File: config.mk
export PLATFORM = sky130hd
export DESIGN_NAME = fwg_guard
export DESIGN_NICKNAME = d
export VERILOG_FILES = /design/src/shared/fwg_pkg.sv /design/src/hw/fwg_guard.sv
export SDC_FILE = /design/constraint.sdc
export NUM_CORES = 1
export LEC_CHECK = 0
export ABC_AREA = 1
export BUFFER_PORTS_ARGS = -buffer_cell sky130_fd_sc_hd__buf_2
export CELL_PAD_IN_SITES_DETAIL_PLACEMENT = 1
export CELL_PAD_IN_SITES_GLOBAL_PLACEMENT = 1
export CORE_UTILIZATION = 44
export CTS_CLUSTER_DIAMETER = 200
export DETAILED_ROUTE_END_ITERATION = 12
export GPL_ROUTABILITY_DRIVEN = 0
export MAX_ROUTING_LAYER = met4
export PLACE_DENSITY = 0.77
export SLEW_MARGIN = 20
export SYNTH_ARGS = -nofsm -noshare
export SYNTH_HDL_FRONTEND = slang
export SYNTH_SLANG_ARGS = --single-unit
File: constraint.sdc
create_clock -name sys_clk -period 2.5 [get_ports sys_clk]
set_input_delay 0.5 -clock sys_clk [delete_from_list [all_inputs] [get_ports sys_clk]]
set_output_delay 0.5 -clock sys_clk [all_outputs]
set_load 0.02 [all_outputs]
File: src/shared/fwg_pkg.sv
`default_nettype none
package fwg_pkg;
  // register byte offsets
  localparam logic [7:0] FWG_OFF_CMD = 8'h00;
  localparam logic [7:0] FWG_OFF_ADDR = 8'h04;
  localparam logic [7:0] FWG_OFF_STAT = 8'h08;
  localparam logic [7:0] FWG_OFF_PROT_LO = 8'h10;
  localparam logic [7:0] FWG_OFF_PROT_HI = 8'h14;
  // command register fields
  localparam int FWG_CMD_LSB = 0;
  localparam int FWG_CMD_W = 3;
  localparam int FWG_BP_PAY_LSB = 8;
  // status register fields
  localparam int FWG_ST_BUSY = 0;
  localparam int FWG_ST_LATCH = 1;
  localparam int FWG_ST_READY = 2;
  localparam int FWG_ST_INHIBIT = 3;
  localparam int FWG_ST_REFUSED = 4;
  localparam int FWG_ST_BP_LSB = 8;
  // geometry
  localparam int FWG_ADDR_W = 24;
  localparam int FWG_SECT_LSB = 12;
  localparam int FWG_SECT_MAX = 64;
  localparam int FWG_BLK_SECT = 16;
  localparam int FWG_CNT_W = 20;
  // reset values
  localparam logic [63:0] FWG_PROT_RST = 64'hFFFFFFFFFFFFFFFF;
  localparam logic [2:0] FWG_BP_RST = 3'h0;
  localparam logic [23:0] FWG_ADDR_RST = 24'h000000;
  // timing
  localparam int FWG_CLK_HZ = 100_000_000;
  localparam int FWG_PUW_MS = 1;
  localparam int FWG_ERASE_MAX_MS = 10;
  localparam int FWG_PROG_TYP_MS = 2;
  localparam int FWG_PROG_MAX_MS = 5;
  localparam int FWG_PUW_CYC = FWG_PUW_MS * (FWG_CLK_HZ / 1000);
  localparam int FWG_ERASE_CYC = FWG_ERASE_MAX_MS * (FWG_CLK_HZ / 1000);
  localparam int FWG_PROG_CYC = FWG_PROG_TYP_MS * (FWG_CLK_HZ / 1000);
  localparam int FWG_PROG_MAX_CYC = FWG_PROG_MAX_MS * (FWG_CLK_HZ / 1000);

  typedef enum logic [2:0] {
    FWG_CMD_NONE = 3'h0,
    FWG_CMD_PERMIT = 3'h1,
    FWG_CMD_FORBID = 3'h2,
    FWG_CMD_SECT_ERASE = 3'h3,
    FWG_CMD_BLOCK_ERASE = 3'h4,
    FWG_CMD_CHIP_ERASE = 3'h5,
    FWG_CMD_PROGRAM = 3'h6,
    FWG_CMD_STATUS_WR = 3'h7
  } fwg_cmd_t;

  typedef enum logic [1:0] {
    FWG_ST_POWERUP = 2'b00,
    FWG_ST_STANDBY = 2'b01,
    FWG_ST_ERASE = 2'b10,
    FWG_ST_PROGRAM = 2'b11
  } fwg_state_t;
endpackage
`default_nettype wire

File: src/hw/fwg_guard.sv
// The APB interface to the registers and the placing of the registers were decided locally.
`timescale 1ns/1ns
`default_nettype none
module fwg_guard import fwg_pkg::*; #(
  parameter int NSECT = 64,
  parameter int PUW_CYC = FWG_PUW_CYC,
  parameter int ERASE_CYC = FWG_ERASE_CYC,
  parameter int PROG_CYC = FWG_PROG_CYC
) (
  input wire logic sys_clk,
  input wire logic nrst,
  input wire logic [7:0] paddr,
  input wire logic psel,
  input wire logic penable,
  input wire logic pwrite,
  input wire logic [31:0] pwdata,
  output logic [31:0] prdata,
  output logic pready,
  output logic pslverr,
  input wire logic supply_low,
  output logic busy,
  output logic write_latch_flag,
  output logic dev_ready,
  output logic op_done
);
  localparam int SBITS = $clog2(NSECT);

  fwg_state_t st_ff, nxt_st;
  logic [FWG_CNT_W-1:0] cnt_ff, nxt_cnt;
  logic latch_ff, nxt_latch;
  logic [2:0] bp_ff, nxt_bp;
  logic refused_ff, nxt_refused;
  logic done_ff, nxt_done;
  logic busy_ff, ready_ff;
  logic [FWG_ADDR_W-1:0] tgt_ff;
  logic [63:0] prot_ff;
  logic pready_ff, pslverr_ff;
  logic [31:0] prdata_ff;

  // bus decode
  wire setup_ph = psel & ~penable;
  wire acc_go = psel & penable & pready_ff;
  wire wr_go = acc_go & pwrite;
  wire sel_cmd = (paddr == FWG_OFF_CMD);
  wire sel_addr = (paddr == FWG_OFF_ADDR);
  wire sel_stat = (paddr == FWG_OFF_STAT);
  wire sel_prot_lo = (paddr == FWG_OFF_PROT_LO);
  wire sel_prot_hi = (paddr == FWG_OFF_PROT_HI);
  wire mapped = sel_cmd | sel_addr | sel_stat | sel_prot_lo | sel_prot_hi;
  wire cmd_go = wr_go & sel_cmd;
  wire fwg_cmd_t cmd_code = fwg_cmd_t'(pwdata[FWG_CMD_LSB +: FWG_CMD_W]);
  wire [2:0] bp_pay = pwdata[FWG_BP_PAY_LSB +: 3];

  // protection decode on address bits above the 4KB offset
  wire [5:0] sect_idx = 6'(tgt_ff[FWG_SECT_LSB +: SBITS]);
  wire [5:0] blk_base = {sect_idx[5:4], 4'h0};
  wire [63:0] prot_used = prot_ff | ~(64'hFFFFFFFFFFFFFFFF >> (FWG_SECT_MAX - NSECT));
  wire sect_ok = prot_ff[sect_idx];
  wire blk_ok = &prot_used[blk_base +: FWG_BLK_SECT];
  wire chip_ok = (&prot_used) & (bp_ff == FWG_BP_RST);
  wire is_sect = (cmd_code == FWG_CMD_SECT_ERASE);
  wire is_blk = (cmd_code == FWG_CMD_BLOCK_ERASE);
  wire is_chip = (cmd_code == FWG_CMD_CHIP_ERASE);
  wire is_prog = (cmd_code == FWG_CMD_PROGRAM);
  wire is_erase = is_sect | is_blk | is_chip;
  wire perm_ok = is_chip ? chip_ok : (is_blk ? blk_ok : sect_ok);
  wire standby = (st_ff == FWG_ST_STANDBY) & ~supply_low;
  wire start_ok = cmd_go & standby & latch_ff & (is_erase | is_prog) & perm_ok;
  wire prot_wr_ok = standby;

  wire [31:0] stat_word = {21'h000000, bp_ff, 3'h0, refused_ff, supply_low, ready_ff, latch_ff, busy_ff};
  wire [31:0] rd_mux = sel_cmd ? 32'h00000000 :
                       sel_addr ? {8'h00, tgt_ff} :
                       sel_stat ? stat_word :
                       sel_prot_lo ? prot_ff[31:0] :
                       sel_prot_hi ? prot_ff[63:32] : 32'h00000000;

  always_comb begin
    nxt_st = st_ff;
    nxt_cnt = cnt_ff + 20'h00001;
    nxt_latch = latch_ff;
    nxt_bp = bp_ff;
    nxt_refused = refused_ff;
    nxt_done = 1'b0;
    case (st_ff)
      FWG_ST_POWERUP: begin
        if (cnt_ff == 20'(PUW_CYC - 1)) begin
          nxt_st = FWG_ST_STANDBY;
          nxt_cnt = 20'h00000;
          nxt_latch = 1'b0;
        end
      end
      FWG_ST_STANDBY: begin
        nxt_cnt = 20'h00000;
        if (cmd_go) begin
          nxt_refused = 1'b0;
          if (cmd_code == FWG_CMD_PERMIT) begin
            nxt_latch = 1'b1;
          end else if (cmd_code == FWG_CMD_FORBID) begin
            nxt_latch = 1'b0;
          end else if (cmd_code == FWG_CMD_STATUS_WR) begin
            if (latch_ff) begin
              nxt_bp = bp_pay;
              nxt_latch = 1'b0;
              nxt_done = 1'b1;
            end else begin
              nxt_refused = 1'b1;
            end
          end else if (start_ok) begin
            nxt_st = is_prog ? FWG_ST_PROGRAM : FWG_ST_ERASE;
          end else if (is_erase | is_prog) begin
            nxt_refused = 1'b1;
          end
        end
      end
      FWG_ST_ERASE: begin
        if (cmd_go) begin
          nxt_refused = 1'b1;
        end
        if (cnt_ff == 20'(ERASE_CYC - 1)) begin
          nxt_st = FWG_ST_STANDBY;
          nxt_cnt = 20'h00000;
          nxt_latch = 1'b0;
          nxt_done = 1'b1;
        end
      end
      default: begin
        if (cmd_go) begin
          nxt_refused = 1'b1;
        end
        if (cnt_ff == 20'(PROG_CYC - 1)) begin
          nxt_st = FWG_ST_STANDBY;
          nxt_cnt = 20'h00000;
          nxt_latch = 1'b0;
          nxt_done = 1'b1;
        end
      end
    endcase
  end

  // core state; low supply acts as a synchronous reset of all of it
  always_ff @(posedge sys_clk or negedge nrst) begin
    if (!nrst) begin
      st_ff <= FWG_ST_POWERUP;
      cnt_ff <= 20'h00000;
      latch_ff <= 1'b0;
      bp_ff <= FWG_BP_RST;
      refused_ff <= 1'b0;
      done_ff <= 1'b0;
      busy_ff <= 1'b0;
      ready_ff <= 1'b0;
    end else if (supply_low) begin
      st_ff <= FWG_ST_POWERUP;
      cnt_ff <= 20'h00000;
      latch_ff <= 1'b0;
      bp_ff <= FWG_BP_RST;
      refused_ff <= 1'b0;
      done_ff <= 1'b0;
      busy_ff <= 1'b0;
      ready_ff <= 1'b0;
    end else begin
      st_ff <= nxt_st;
      cnt_ff <= nxt_cnt;
      latch_ff <= nxt_latch;
      bp_ff <= nxt_bp;
      refused_ff <= nxt_refused;
      done_ff <= nxt_done;
      busy_ff <= (nxt_st == FWG_ST_ERASE) | (nxt_st == FWG_ST_PROGRAM);
      ready_ff <= (nxt_st != FWG_ST_POWERUP);
    end
  end

  // protection bits and target address, kept through supply dips
  always_ff @(posedge sys_clk or negedge nrst) begin
    if (!nrst) begin
      prot_ff <= FWG_PROT_RST;
      tgt_ff <= FWG_ADDR_RST;
    end else begin
      if (wr_go & sel_prot_lo & prot_wr_ok) begin
        prot_ff[31:0] <= pwdata;
      end
      if (wr_go & sel_prot_hi & prot_wr_ok) begin
        prot_ff[63:32] <= pwdata;
      end
      if (wr_go & sel_addr) begin
        tgt_ff <= pwdata[FWG_ADDR_W-1:0];
      end
    end
  end

  // apb answer: ready in the first access cycle
  always_ff @(posedge sys_clk or negedge nrst) begin
    if (!nrst) begin
      pready_ff <= 1'b0;
      pslverr_ff <= 1'b0;
      prdata_ff <= 32'h00000000;
    end else begin
      pready_ff <= setup_ph;
      pslverr_ff <= setup_ph & ~mapped;
      prdata_ff <= (setup_ph & ~pwrite) ? rd_mux : 32'h00000000;
    end
  end

  assign prdata = prdata_ff;
  assign pready = pready_ff;
  assign pslverr = pslverr_ff;
  assign busy = busy_ff;
  assign write_latch_flag = latch_ff;
  assign dev_ready = ready_ff;
  assign op_done = done_ff;
endmodule
`default_nettype wire

; ---- Word-level counts from Yosys, hierarchy flattened
; Cells that the tools add are included.
[totals]
output_inout_bits = 38
inputBits = 46
regBits = 152
n_memories = 0
ram_bits = 0
mem_bits_ro = 0
latchBits = 0
[classes]
n_shift = 1
n_reduce_logical = 14
div_mod_pow = 0
bitwise = 30
add_sub_neg = 1
magnitude_cmp = 1
n_mux = 63
n_mul = 0
n_eq_ne = 25
[ops]
columns = cell, n
row1 = 32-bit two-way mux, 6
row2 = 20-bit two-way mux, 4
row3 = 64-bit AND reduction, 1
row4 = 64-bit by 7-bit indexed part select with 16-bit output, 1
row5 = 20-bit one-hot mux with 3 select lines, 1
row6 = 1-bit two-way mux, 31
row7 = 3-bit two-way mux, 7
row8 = 20-bit by 1-bit adder with 20-bit output (second input constant), 1
row9 = 20-bit by 17-bit equality test with 1-bit output (second input constant), 1
row10 = 20-bit by 18-bit equality test with 1-bit output (second input constant), 1
row11 = 20-bit equality test (second input constant), 1
row12 = 1-bit AND, 18
row13 = 2-bit two-way mux, 9
row14 = 8-bit by 5-bit equality test with 1-bit output (second input constant), 2
row15 = 16-bit AND reduction, 1
row16 = 3-bit equality test (second input constant), 4
row17 = 2-bit nonzero test, 5
row18 = 3-bit inequality test (second input constant), 3
row19 = 8-bit by 3-bit equality test with 1-bit output (second input constant), 1
row20 = 8-bit by 4-bit equality test with 1-bit output (second input constant), 1
row21 = 8-bit zero test, 1
row22 = 1-bit bitwise OR, 8
row23 = 6-bit by 7-bit less-than comparator with 1-bit output (second input constant), 1
row24 = 1-bit binary-select mux with 6-bit select, 1
row25 = 16 further kinds, 25

; ---- Depth between registers and ports, before layout
; Gate-level depths: netlist (run 1).
[depth]
depth_word = 17
mapped_depth = 16
mapped_depth_nobuf = 14

; ---- Least setup slack after synthesis (run 1)
; Ideal clock, no wire load.
[synth_timing]
kind = input to register
from = in paddr[6]
to = reg tgt_ff[15]
path_stages = 9
slack_ns = 0.649
arrival_time_ns = 1.721
path_cell_list = inv_1 > nand4_1 > nor2_8 > inv_2 > or2_1 > buf_2 > buf_2 > nand2_1 > o21ai_0
[synth_between]
elab_chain_len = 2
[synth_rtl]
columns = item, line
row1 = from (decl), fwg_guard.sv:12  ; input wire logic [7:0] paddr,
row2 = 8-bit by 3-bit equality test with 1-bit output, fwg_guard.sv:45  ; wire sel_addr = (paddr == FWG_OFF_ADDR);
row3 = 1-bit AND, fwg_guard.sv:185  ; if (wr_go & sel_addr) begin
row4 = to (signal assigned), fwg_guard.sv:186  ; tgt_ff <= pwdata[FWG_ADDR_W-1:0];
row5 = to (decl), fwg_guard.sv:35  ; logic [FWG_ADDR_W-1:0] tgt_ff;
; No other way between the ends.
; A chain may end at the register's enable or synchronous reset.

; ---- Worst setup path in the final report (run 1)
[layout_timing]
from = reg prot_ff[6]
to = reg st_ff[0]
[layout_between]
elab_chain_len = 12
word_cells_on_any_way = 16
[layout_rtl]
columns = item, line
row1 = from (decl), fwg_guard.sv:36  ; logic [63:0] prot_ff;
row2 = from (signal assigned), fwg_guard.sv:180  ; prot_ff[31:0] <= pwdata;
row3 = 64-bit by 7-bit indexed part select with 16-bit output or 1-bit binary-select mux with 6-bit select (tied branches), "fwg_guard.sv:59, fwg_guard.sv:58"
row4 = 16-bit AND reduction or 1-bit two-way mux (tied branches), "fwg_guard.sv:59, fwg_guard.sv:58"
row5 = 1-bit two-way mux, fwg_guard.sv:66  ; wire perm_ok = is_chip ? chip_ok : (is_blk ? blk_ok : sect_ok);
row6 = 1-bit two-way mux (*), fwg_guard.sv:66
row7 = 1-bit AND (*), fwg_guard.sv:68  ; wire start_ok = cmd_go & standby & latch_ff & (is_erase | is_prog) & perm_ok;
row8 = 2-bit two-way mux (*), fwg_guard.sv:109  ; end else if (start_ok) begin
row9 = 2-bit two-way mux (*), fwg_guard.sv:101  ; end else if (cmd_code == FWG_CMD_STATUS_WR) begin
row10 = 2-bit two-way mux (*), fwg_guard.sv:99  ; end else if (cmd_code == FWG_CMD_FORBID) begin
row11 = 2-bit two-way mux (*), fwg_guard.sv:97  ; if (cmd_code == FWG_CMD_PERMIT) begin
row12 = 2-bit two-way mux (*), fwg_guard.sv:95  ; if (cmd_go) begin
row13 = 2-bit one-hot mux with 3 select lines (*), fwg_guard.sv:85  ; case (st_ff)
row14 = 2-bit two-way mux (*), fwg_guard.sv:152  ; end else if (supply_low) begin
row15 = to (signal assigned), fwg_guard.sv:162  ; st_ff <= nxt_st;
row16 = to (decl), fwg_guard.sv:28  ; fwg_state_t st_ff, nxt_st;
; Every way passes the cells marked *; elsewhere a longest branch is shown, timed or not. The select of a mux whose other input is x is not followed.

==> results of run 1 <==
[Yosys cell counts (2+ instances only)]
cell type | instances | area share, %
sky130_fd_sc_hd__nand4_1 | 13 | 1.1
sky130_fd_sc_hd__o21a_1 | 3 | 0.30
sky130_fd_sc_hd__a221oi_1 | 8 | 0.92
sky130_fd_sc_hd__or2_2 | 2 | 0.16
sky130_fd_sc_hd__nand3_1 | 80 | 5.3
sky130_fd_sc_hd__nor2_1 | 45 | 2.2
sky130_fd_sc_hd__nor3_1 | 9 | 0.59
sky130_fd_sc_hd__dfstp_2 | 64 | 22
sky130_fd_sc_hd__buf_2 | 16 | 1.1
sky130_fd_sc_hd__o221ai_1 | 5 | 0.58
sky130_fd_sc_hd__nor2_2 | 7 | 0.58
sky130_fd_sc_hd__o211ai_1 | 4 | 0.39
sky130_fd_sc_hd__nor4_1 | 6 | 0.49
sky130_fd_sc_hd__a21boi_0 | 2 | 0.20
sky130_fd_sc_hd__nand2_2 | 6 | 0.49
sky130_fd_sc_hd__inv_2 | 6 | 0.30
sky130_fd_sc_hd__dfrtp_1 | 88 | 29
sky130_fd_sc_hd__buf_4 | 2 | 0.20
sky130_fd_sc_hd__inv_1 | 112 | 5.5
sky130_fd_sc_hd__clkbuf_1 | 19 | 0.94
sky130_fd_sc_hd__a211oi_1 | 4 | 0.39
sky130_fd_sc_hd__a21oi_1 | 28 | 1.8
sky130_fd_sc_hd__mux2i_1 | 6 | 0.79
sky130_fd_sc_hd__o21ai_0 | 109 | 7.2
sky130_fd_sc_hd__nand2_1 | 308 | 15
[layout make-up]
type | instances | area (um^2)
Sequential cell | 152 | 3884
Fill cell | 2098 | 7764
Timing Repair Buffer | 110 | 674.4
Clock inverter | 13 | 141.4
Inverter | 119 | 446.7
Clock buffer | 19 | 452.9
Tap cell | 220 | 275.3
Multi-Input combinational cell | 662 | 3122
[flip-flops by register name, summed over array words and instances, names as in the netlist, 2 cells and up]
name / count
prdata: 32
bp_ff: 3
prot_ff: 64
cnt_ff: 20
st_ff: 2
tgt_ff: 24
[how the worst max path moves through the flow]
stage / slack [ns] / cells after the start / start / endpoint
2_1_floorplan: 0.65 / 9 / paddr[6] / tgt_ff[15]
3_3_place_gp: 0.18 / 11 / paddr[5] / st_ff[0]
3_5_place_dp: 0.13 / 11 / paddr[5] / st_ff[0]
4_1_cts: 0.11 / 12 / cnt_ff[0] / cnt_ff[16]
5_1_grt: 0.03 / 9 / prot_ff[6] / st_ff[0]
6_report: 0.26 / 13 / prot_ff[6] / st_ff[0]
[metal layers]
layer / vias up / GRT usage, %
met5: - / -
met4: 0 / 10.48
met3: 41 / 4.718
met2: 144 / 44.56
met1: 3407 / 37.05
li1: 3315 / -
[layout by cell type (no fill, tap or decap), drive strengths merged, types with 4 or more instances in the layout]
cell type / instances
clkbuf: 19
a221oi: 8
buf: 110
nor2: 54
nand3: 81
o211ai: 4
nand2: 314
dfstp: 64
a21oi: 29
nor4: 6
o221ai: 5
o21ai: 111
mux2i: 6
a211oi: 5
dfrtp: 88
inv: 121
clkinv: 6
nor3: 10
nand4: 14
[stage by stage]
stage	total power, W	worst slack, ns	cells	cell area [um^2]	utilization (%)
5_1_grt	0.005458	0.03280	1295	8996	53.68
6_report	0.005306	0.2591	1295	8996	53.68
3_3_place_gp	0.002716	0.1752	1263	8391	50.06
2_1_floorplan	0.002585	0.6495	972	7615	-
4_1_cts	0.005356	0.1060	1295	8985	53.61
3_5_place_dp	0.002720	0.1277	1263	8391	50.06
[worst reg2reg max path, delay by kind of cell (launching register included)]
family	cells	cell delay (ns)
simple gates	9	1.08
flops	1	0.56
buf+inv	2	0.12
compound gates	2	0.36
[power by group]
part	internal (W)	total (W)	switching [W]	leakage, nW
clock network	0.00153	0.00263	0.00110	0.286
registers	0.00247	0.00248	0.00000538	1.88
logic	0.0000592	0.000198	0.000139	2.00
total	0.00406	0.00531	0.00124	4.17
[cells by family after synthesis]
group                      count (synthesis)  synth area share [%]
DFF                                      152                 51.00
and+or+nand+nor                          485                 27.26
buffers and inverters                    158                 8.248
xor gates and xnor gates                   1                0.1150
muxes                                      6                0.7887
adders and majority gates                  1                0.1643
AOI/OAI and AO/OA                        169                 12.42
==> results.py, run 1 <==
metrics = {
    "timing": {
        "finalMaxSlewViolations": 0,
        "worst_slew_pin_slew_ns": 0.6927,
        "min_period_ns": 2.241,
        "hold_viol": 0,
        "worst_clock_skew_ns": 0.01056,
        "grt_setup_unrepaired": "false",
        "max_freq_mhz": 446.2,
        "relSlewSlack_pct": 53.77,
        "setup_tns_after_final_layout_ns": 0,
        "final.period_utilization_pct": 89.64,
        "timing.final.setup_violations": 0,
        "fin_hold_ws_ns": 0.05150,
    },
    "global_routing": {
        "grt_max_degree": 60,
        "wire_length_of_the_first_global_routing_pass_um": 38030,
        "grt_remaining_overflow": 0,
        "grt.total_usage_pct": 28.42,
        "antenna_found_initial": 0,
        "grt_pass1_vias": 7294,
    },
    "setup_path": {
        "path_delay_family": "simple AND/OR/NAND/NOR gates",
        "worst-path-buf-inv": 2,
        "critical_path_peak_fanout": 4,
        "worst_r2r_end": "st_ff[0]",
        "r2r-start": "prot_ff[6]",
        "cp_data_required_time_ns": 2.80,
        "crit_arrival_ns": 2.55,
        "crit_path_frequent_cell": "sky130_fd_sc_hd__nand2_1",
        "r2r.worst_path.cells": 13,
        "critPathKind": "reg -> reg",
        "critPathLaunchType": "flip-flop",
        "regToRegSetupSlack_ns": 0.26,
        "timing.critical_path.cells": "inv_1 -> nor3_1 -> nand2_1 -> o21ai_0 -> nand3_1 -> nand3_1 -> nand2_1 -> inv_1 -> nand2_1 -> nand2_1 -> nand2_1 -> o21ai_1 -> nand2_1",
        "cp-end-kind": "flip-flop",
        "slowest_stage": "sky130_fd_sc_hd__dfstp_2",
        "critPathMaxStageDelay_ns": 0.56,
    },
    "synth": {
        "synth.ff_latch_count": 152,
        "syn_avg_cell_area_um2": 7.834,
        "yosys_warnings": 0,
        "yosys.cell_types.count": 45,
        "async_flop_share_pct": 100.0,
        "synth_enable_flop_cells": 0,
        "synth-main-ff-cell": "sky130_fd_sc_hd__dfrtp_1",
        "yosysSeqAreaShare_pct": 51.00,
        "mappedNetlistArea_um2": 7615,
        "synth_cells": 972,
        "synth_nets": 1019,
    },
    "cts": {
        "cts_root_buffer": "sky130_fd_sc_hd__clkbuf_16",
        "htree_num_levels": 4,
        "cts.hold.buffers_added": 0,
        "clk-insertion-delay-late_ns": 0.43,
        "cts_setup_buffers": 0,
        "number_of_clock_sinks": 152,
        "cts_inserted_buffers": 17,
        "cts_resized": 0,
        "clkTransAtPathRegs_ns": 0.07,
        "clock_tree.buffer_depth": 2,
        "cts_tree": "built",
    },
    "detailed_routing": {
        "detail_route.wl_per_cell_um": 17.75,
        "firstDrtPassIters": 5,
        "uppermost_metal_layer_occupied_by_signal_nets": "met4",
        "postRouteAntennaNets": 0,
        "post-route-drc-count": 0,
        "first_iter_violations": 384,
        "num_vias": 6907,
        "wl_met3_um": 752,
        "met1_length_um": 10800,
        "postRouteWirelength_um": 22990,
        "vias_per_cell": 5.334,
        "total_met2_wirelength_after_detailed_routing_um": 10950,
    },
    "floorplanning": {
        "fp.dieW_um": 133.6,
        "rows": 47,
        "die_height_um": 133.6,
        "fp.dieArea_um2": 17840,
        "coreArea_um2": 16760,
        "initial_core_util_pct": 45.43,
        "io_pins": 84,
    },
    "final_layout": {
        "fraction_of_layout_instances_using_a_drive_strength_above_1_pct": 22.33,
        "area_overhead_of_the_layout_relative_to_synthesis_pct": 18.14,
        "nets": 1109,
        "num_antenna_cells": 0,
    },
    "power_and_ir_drop": {
        "p_per_area_nw_per_um2": 589.8,
        "vdd.ir_drop.worst_v": 0.0004953,
        "power.leakage_nw": 4.171,
    },
    "run": {
        "cap_violations": 0,
    },
    "min_path": {
        "hold_class": "in -> async",
    },
    "placement": {
        "hpwl_um": 15980,
        "io_buffers": 83,
    },
    "status": {
        "status": "finished clean",
    },
}
Power figures use the tool's default switching activity.
==> inputs of run 2 (changes only) <==
--- a/config.mk
+++ b/config.mk
@@ -14,7 +14,7 @@
 export DETAILED_ROUTE_END_ITERATION = 12
 export GPL_ROUTABILITY_DRIVEN = 0
 export MAX_ROUTING_LAYER = met4
-export PLACE_DENSITY = 0.77
+export PLACE_DENSITY = 0.82
 export SLEW_MARGIN = 20
 export SYNTH_ARGS = -nofsm -noshare
 export SYNTH_HDL_FRONTEND = slang
==> results.py, run 2 (synthesis gave the netlist of run 1 again) <==
metrics = {
    "status": {
        "status": "finished clean",
    },
    "final_layout": {
        "layout.cells.most_common_list": "sky130_fd_sc_hd__nand2_1 (306), sky130_fd_sc_hd__inv_1 (112), sky130_fd_sc_hd__o21ai_0 (109), sky130_fd_sc_hd__dfrtp_1 (88), sky130_fd_sc_hd__buf_2 (82)",
        "nets": 1104,
        "final_instance_area_um2": 8996,
        "mostFrequentLayoutCell": "sky130_fd_sc_hd__nand2_1",
        "fraction_of_layout_instances_using_a_drive_strength_above_1_pct": 21.87,
        "fillers": 2074,
        "largest_register_ff_count": 64,
        "area_overhead_of_the_layout_relative_to_synthesis_pct": 18.14,
        "register_with_the_most_flip_flops": "prot_ff",
        "utilization_pct": 53.68,
    },
    "floorplanning": {
        "coreArea_um2": 16760,
        "io_pins": 84,
        "fp.dieArea_um2": 17840,
        "die_height_um": 133.6,
        "fp.dieW_um": 133.6,
        "rows": 47,
        "initial_core_util_pct": 45.43,
    },
    "detailed_routing": {
        "firstDrtPassIters": 5,
        "post-route-drc-count": 0,
        "first_iter_violations": 397,
        "vias_per_cell": 5.437,
        "detail_route.wl_per_cell_um": 17.82,
        "postRouteWirelength_um": 23020,
        "postRouteAntennaNets": 0,
        "num_vias": 7025,
    },
    "cts": {
        "clock_tree.buffer_depth": 2,
        "clk-insertion-delay-late_ns": 0.44,
        "clkTransAtPathRegs_ns": 0.07,
        "cts_setup_buffers": 0,
        "cts_inserted_buffers": 17,
        "number_of_clock_sinks": 152,
        "cts_root_buffer": "sky130_fd_sc_hd__clkbuf_16",
        "cts_tree": "built",
        "htree_num_levels": 4,
    },
    "run": {
        "cap_violations": 0,
    },
    "setup_path": {
        "regToRegSetupSlack_ns": 0.20,
        "cp_data_required_time_ns": 2.83,
        "cp-end-kind": "flip-flop",
        "crit_arrival_ns": 2.63,
        "critPathKind": "reg -> reg",
        "critical_path_peak_fanout": 12,
        "critPathLaunchType": "flip-flop",
    },
    "timing": {
        "grt_setup_unrepaired": "false",
        "worst_slew_pin_slew_ns": 0.5734,
        "min_period_ns": 2.303,
        "max_freq_mhz": 434.1,
        "hold_viol": 0,
        "timing.final.setup_violations": 0,
        "relSlewSlack_pct": 61.72,
        "final.period_utilization_pct": 92.14,
        "finalMaxSlewViolations": 0,
        "worst_clock_skew_ns": 0.007899,
    },
    "min_path": {
        "hold_class": "in -> reg",
    },
    "global_routing": {
        "grt_pass1_vias": 7279,
        "grt_max_degree": 73,
        "wire_length_of_the_first_global_routing_pass_um": 38140,
        "grt.total_usage_pct": 28.63,
        "antenna_found_initial": 2,
        "grt_remaining_overflow": 0,
    },
    "power_and_ir_drop": {
        "power.leakage_nw": 4.166,
        "p_per_area_nw_per_um2": 608.9,
        "vdd.ir_drop.worst_v": 0.0004839,
        "finalPower_w": 0.005478,
    },
    "placement": {
        "placedInstanceArea_um2": 8333,
        "io_buffers": 83,
        "hpwl_um": 15970,
    },
}
-- run 2: report_power, final --
part / switching (W) / leakage [nW] / internal [W]
logic: 0.000140 / 1.97 / 0.0000586
clock network: 0.00110 / 0.307 / 0.00170
registers: 0.00000496 / 1.88 / 0.00247
total: 0.00124 / 4.17 / 0.00424
-- run 2: what timing repair did --
| item | in CTS | in global routing |
|---|---|---|
| endpoints found under the hold margin | 8 | 0 |
| hold buffers | 1 | 0 |
| gates resized for setup | 1 | 1 |
| setup endpoints to repair | 4 | 9 |
-- run 2: final timing paths --
check / to / depth (start not counted) / startpoint
setup / recovery: cnt_ff[6] / 14 / cnt_ff[0]
min in group asynchronous: pslverr / 2 / nrst
max in group asynchronous: prot_ff[38] / 3 / nrst
setup reg to reg: cnt_ff[6] / 14 / cnt_ff[0]
hold / removal: prot_ff[25] / 3 / pwdata[25]
hold reg to reg: cnt_ff[0] / 1 / cnt_ff[0]
-- run 2: through the flow --
step / hold WS [ns] / instances / setup TNS [ns] / setup WS (ns)
after floorplan: 0.2044 / 972 / 0 / 0.6495
after global placement: 0.3678 / 1257 / 0 / 0.09998
after detailed placement: 0.3670 / 1257 / -0.008495 / -0.005344
after CTS: 0.2991 / 1290 / 0 / 0.09415
after global routing: 0.3048 / 1292 / 0 / 0.03653
final: 0.3063 / 1292 / 0 / 0.1965
-- run 2: routing by layer --
metal	share of wire [%]	global-route usage (%)	vias to the layer above
li1	-	-	3317
met1	45	36.10	3477
met2	48	45.57	184
met3	4.3	5.822	47
met4	2.5	10.42	0
met5	0	-	-
-- run 2: critical path, stage by stage, from the launching register on --
cell                       delay (ns)
sky130_fd_sc_hd__dfrtp_1         0.38
sky130_fd_sc_hd__ha_1            0.21
sky130_fd_sc_hd__nand2_2         0.08
sky130_fd_sc_hd__nor2_2          0.15
sky130_fd_sc_hd__inv_2           0.08
sky130_fd_sc_hd__nor2_2          0.10
sky130_fd_sc_hd__nand3_2         0.09
sky130_fd_sc_hd__nor2_1          0.16
sky130_fd_sc_hd__nand4_2         0.15
sky130_fd_sc_hd__o21ai_2         0.20
sky130_fd_sc_hd__nand2_2         0.11
sky130_fd_sc_hd__nand2_4         0.17
sky130_fd_sc_hd__inv_2           0.14
sky130_fd_sc_hd__o211ai_1        0.11
sky130_fd_sc_hd__inv_1           0.07
-- run 2: final cells by class --
| type | instances | area (um^2) | share of cell area, % |
|---|---|---|---|
| diodes | 2 | 5.005 | 0.05563 |
| multi-input cells | 662 | 3122 | 34.70 |
| inverters | 119 | 446.7 | 4.965 |
| repair buffers | 105 | 626.9 | 6.968 |
| flip-flops and latches | 152 | 3884 | 43.17 |
| well taps | 220 | 275.3 | 3.060 |
| clock inverters | 14 | 197.7 | 2.198 |
| clock buffers | 18 | 439.2 | 4.882 |
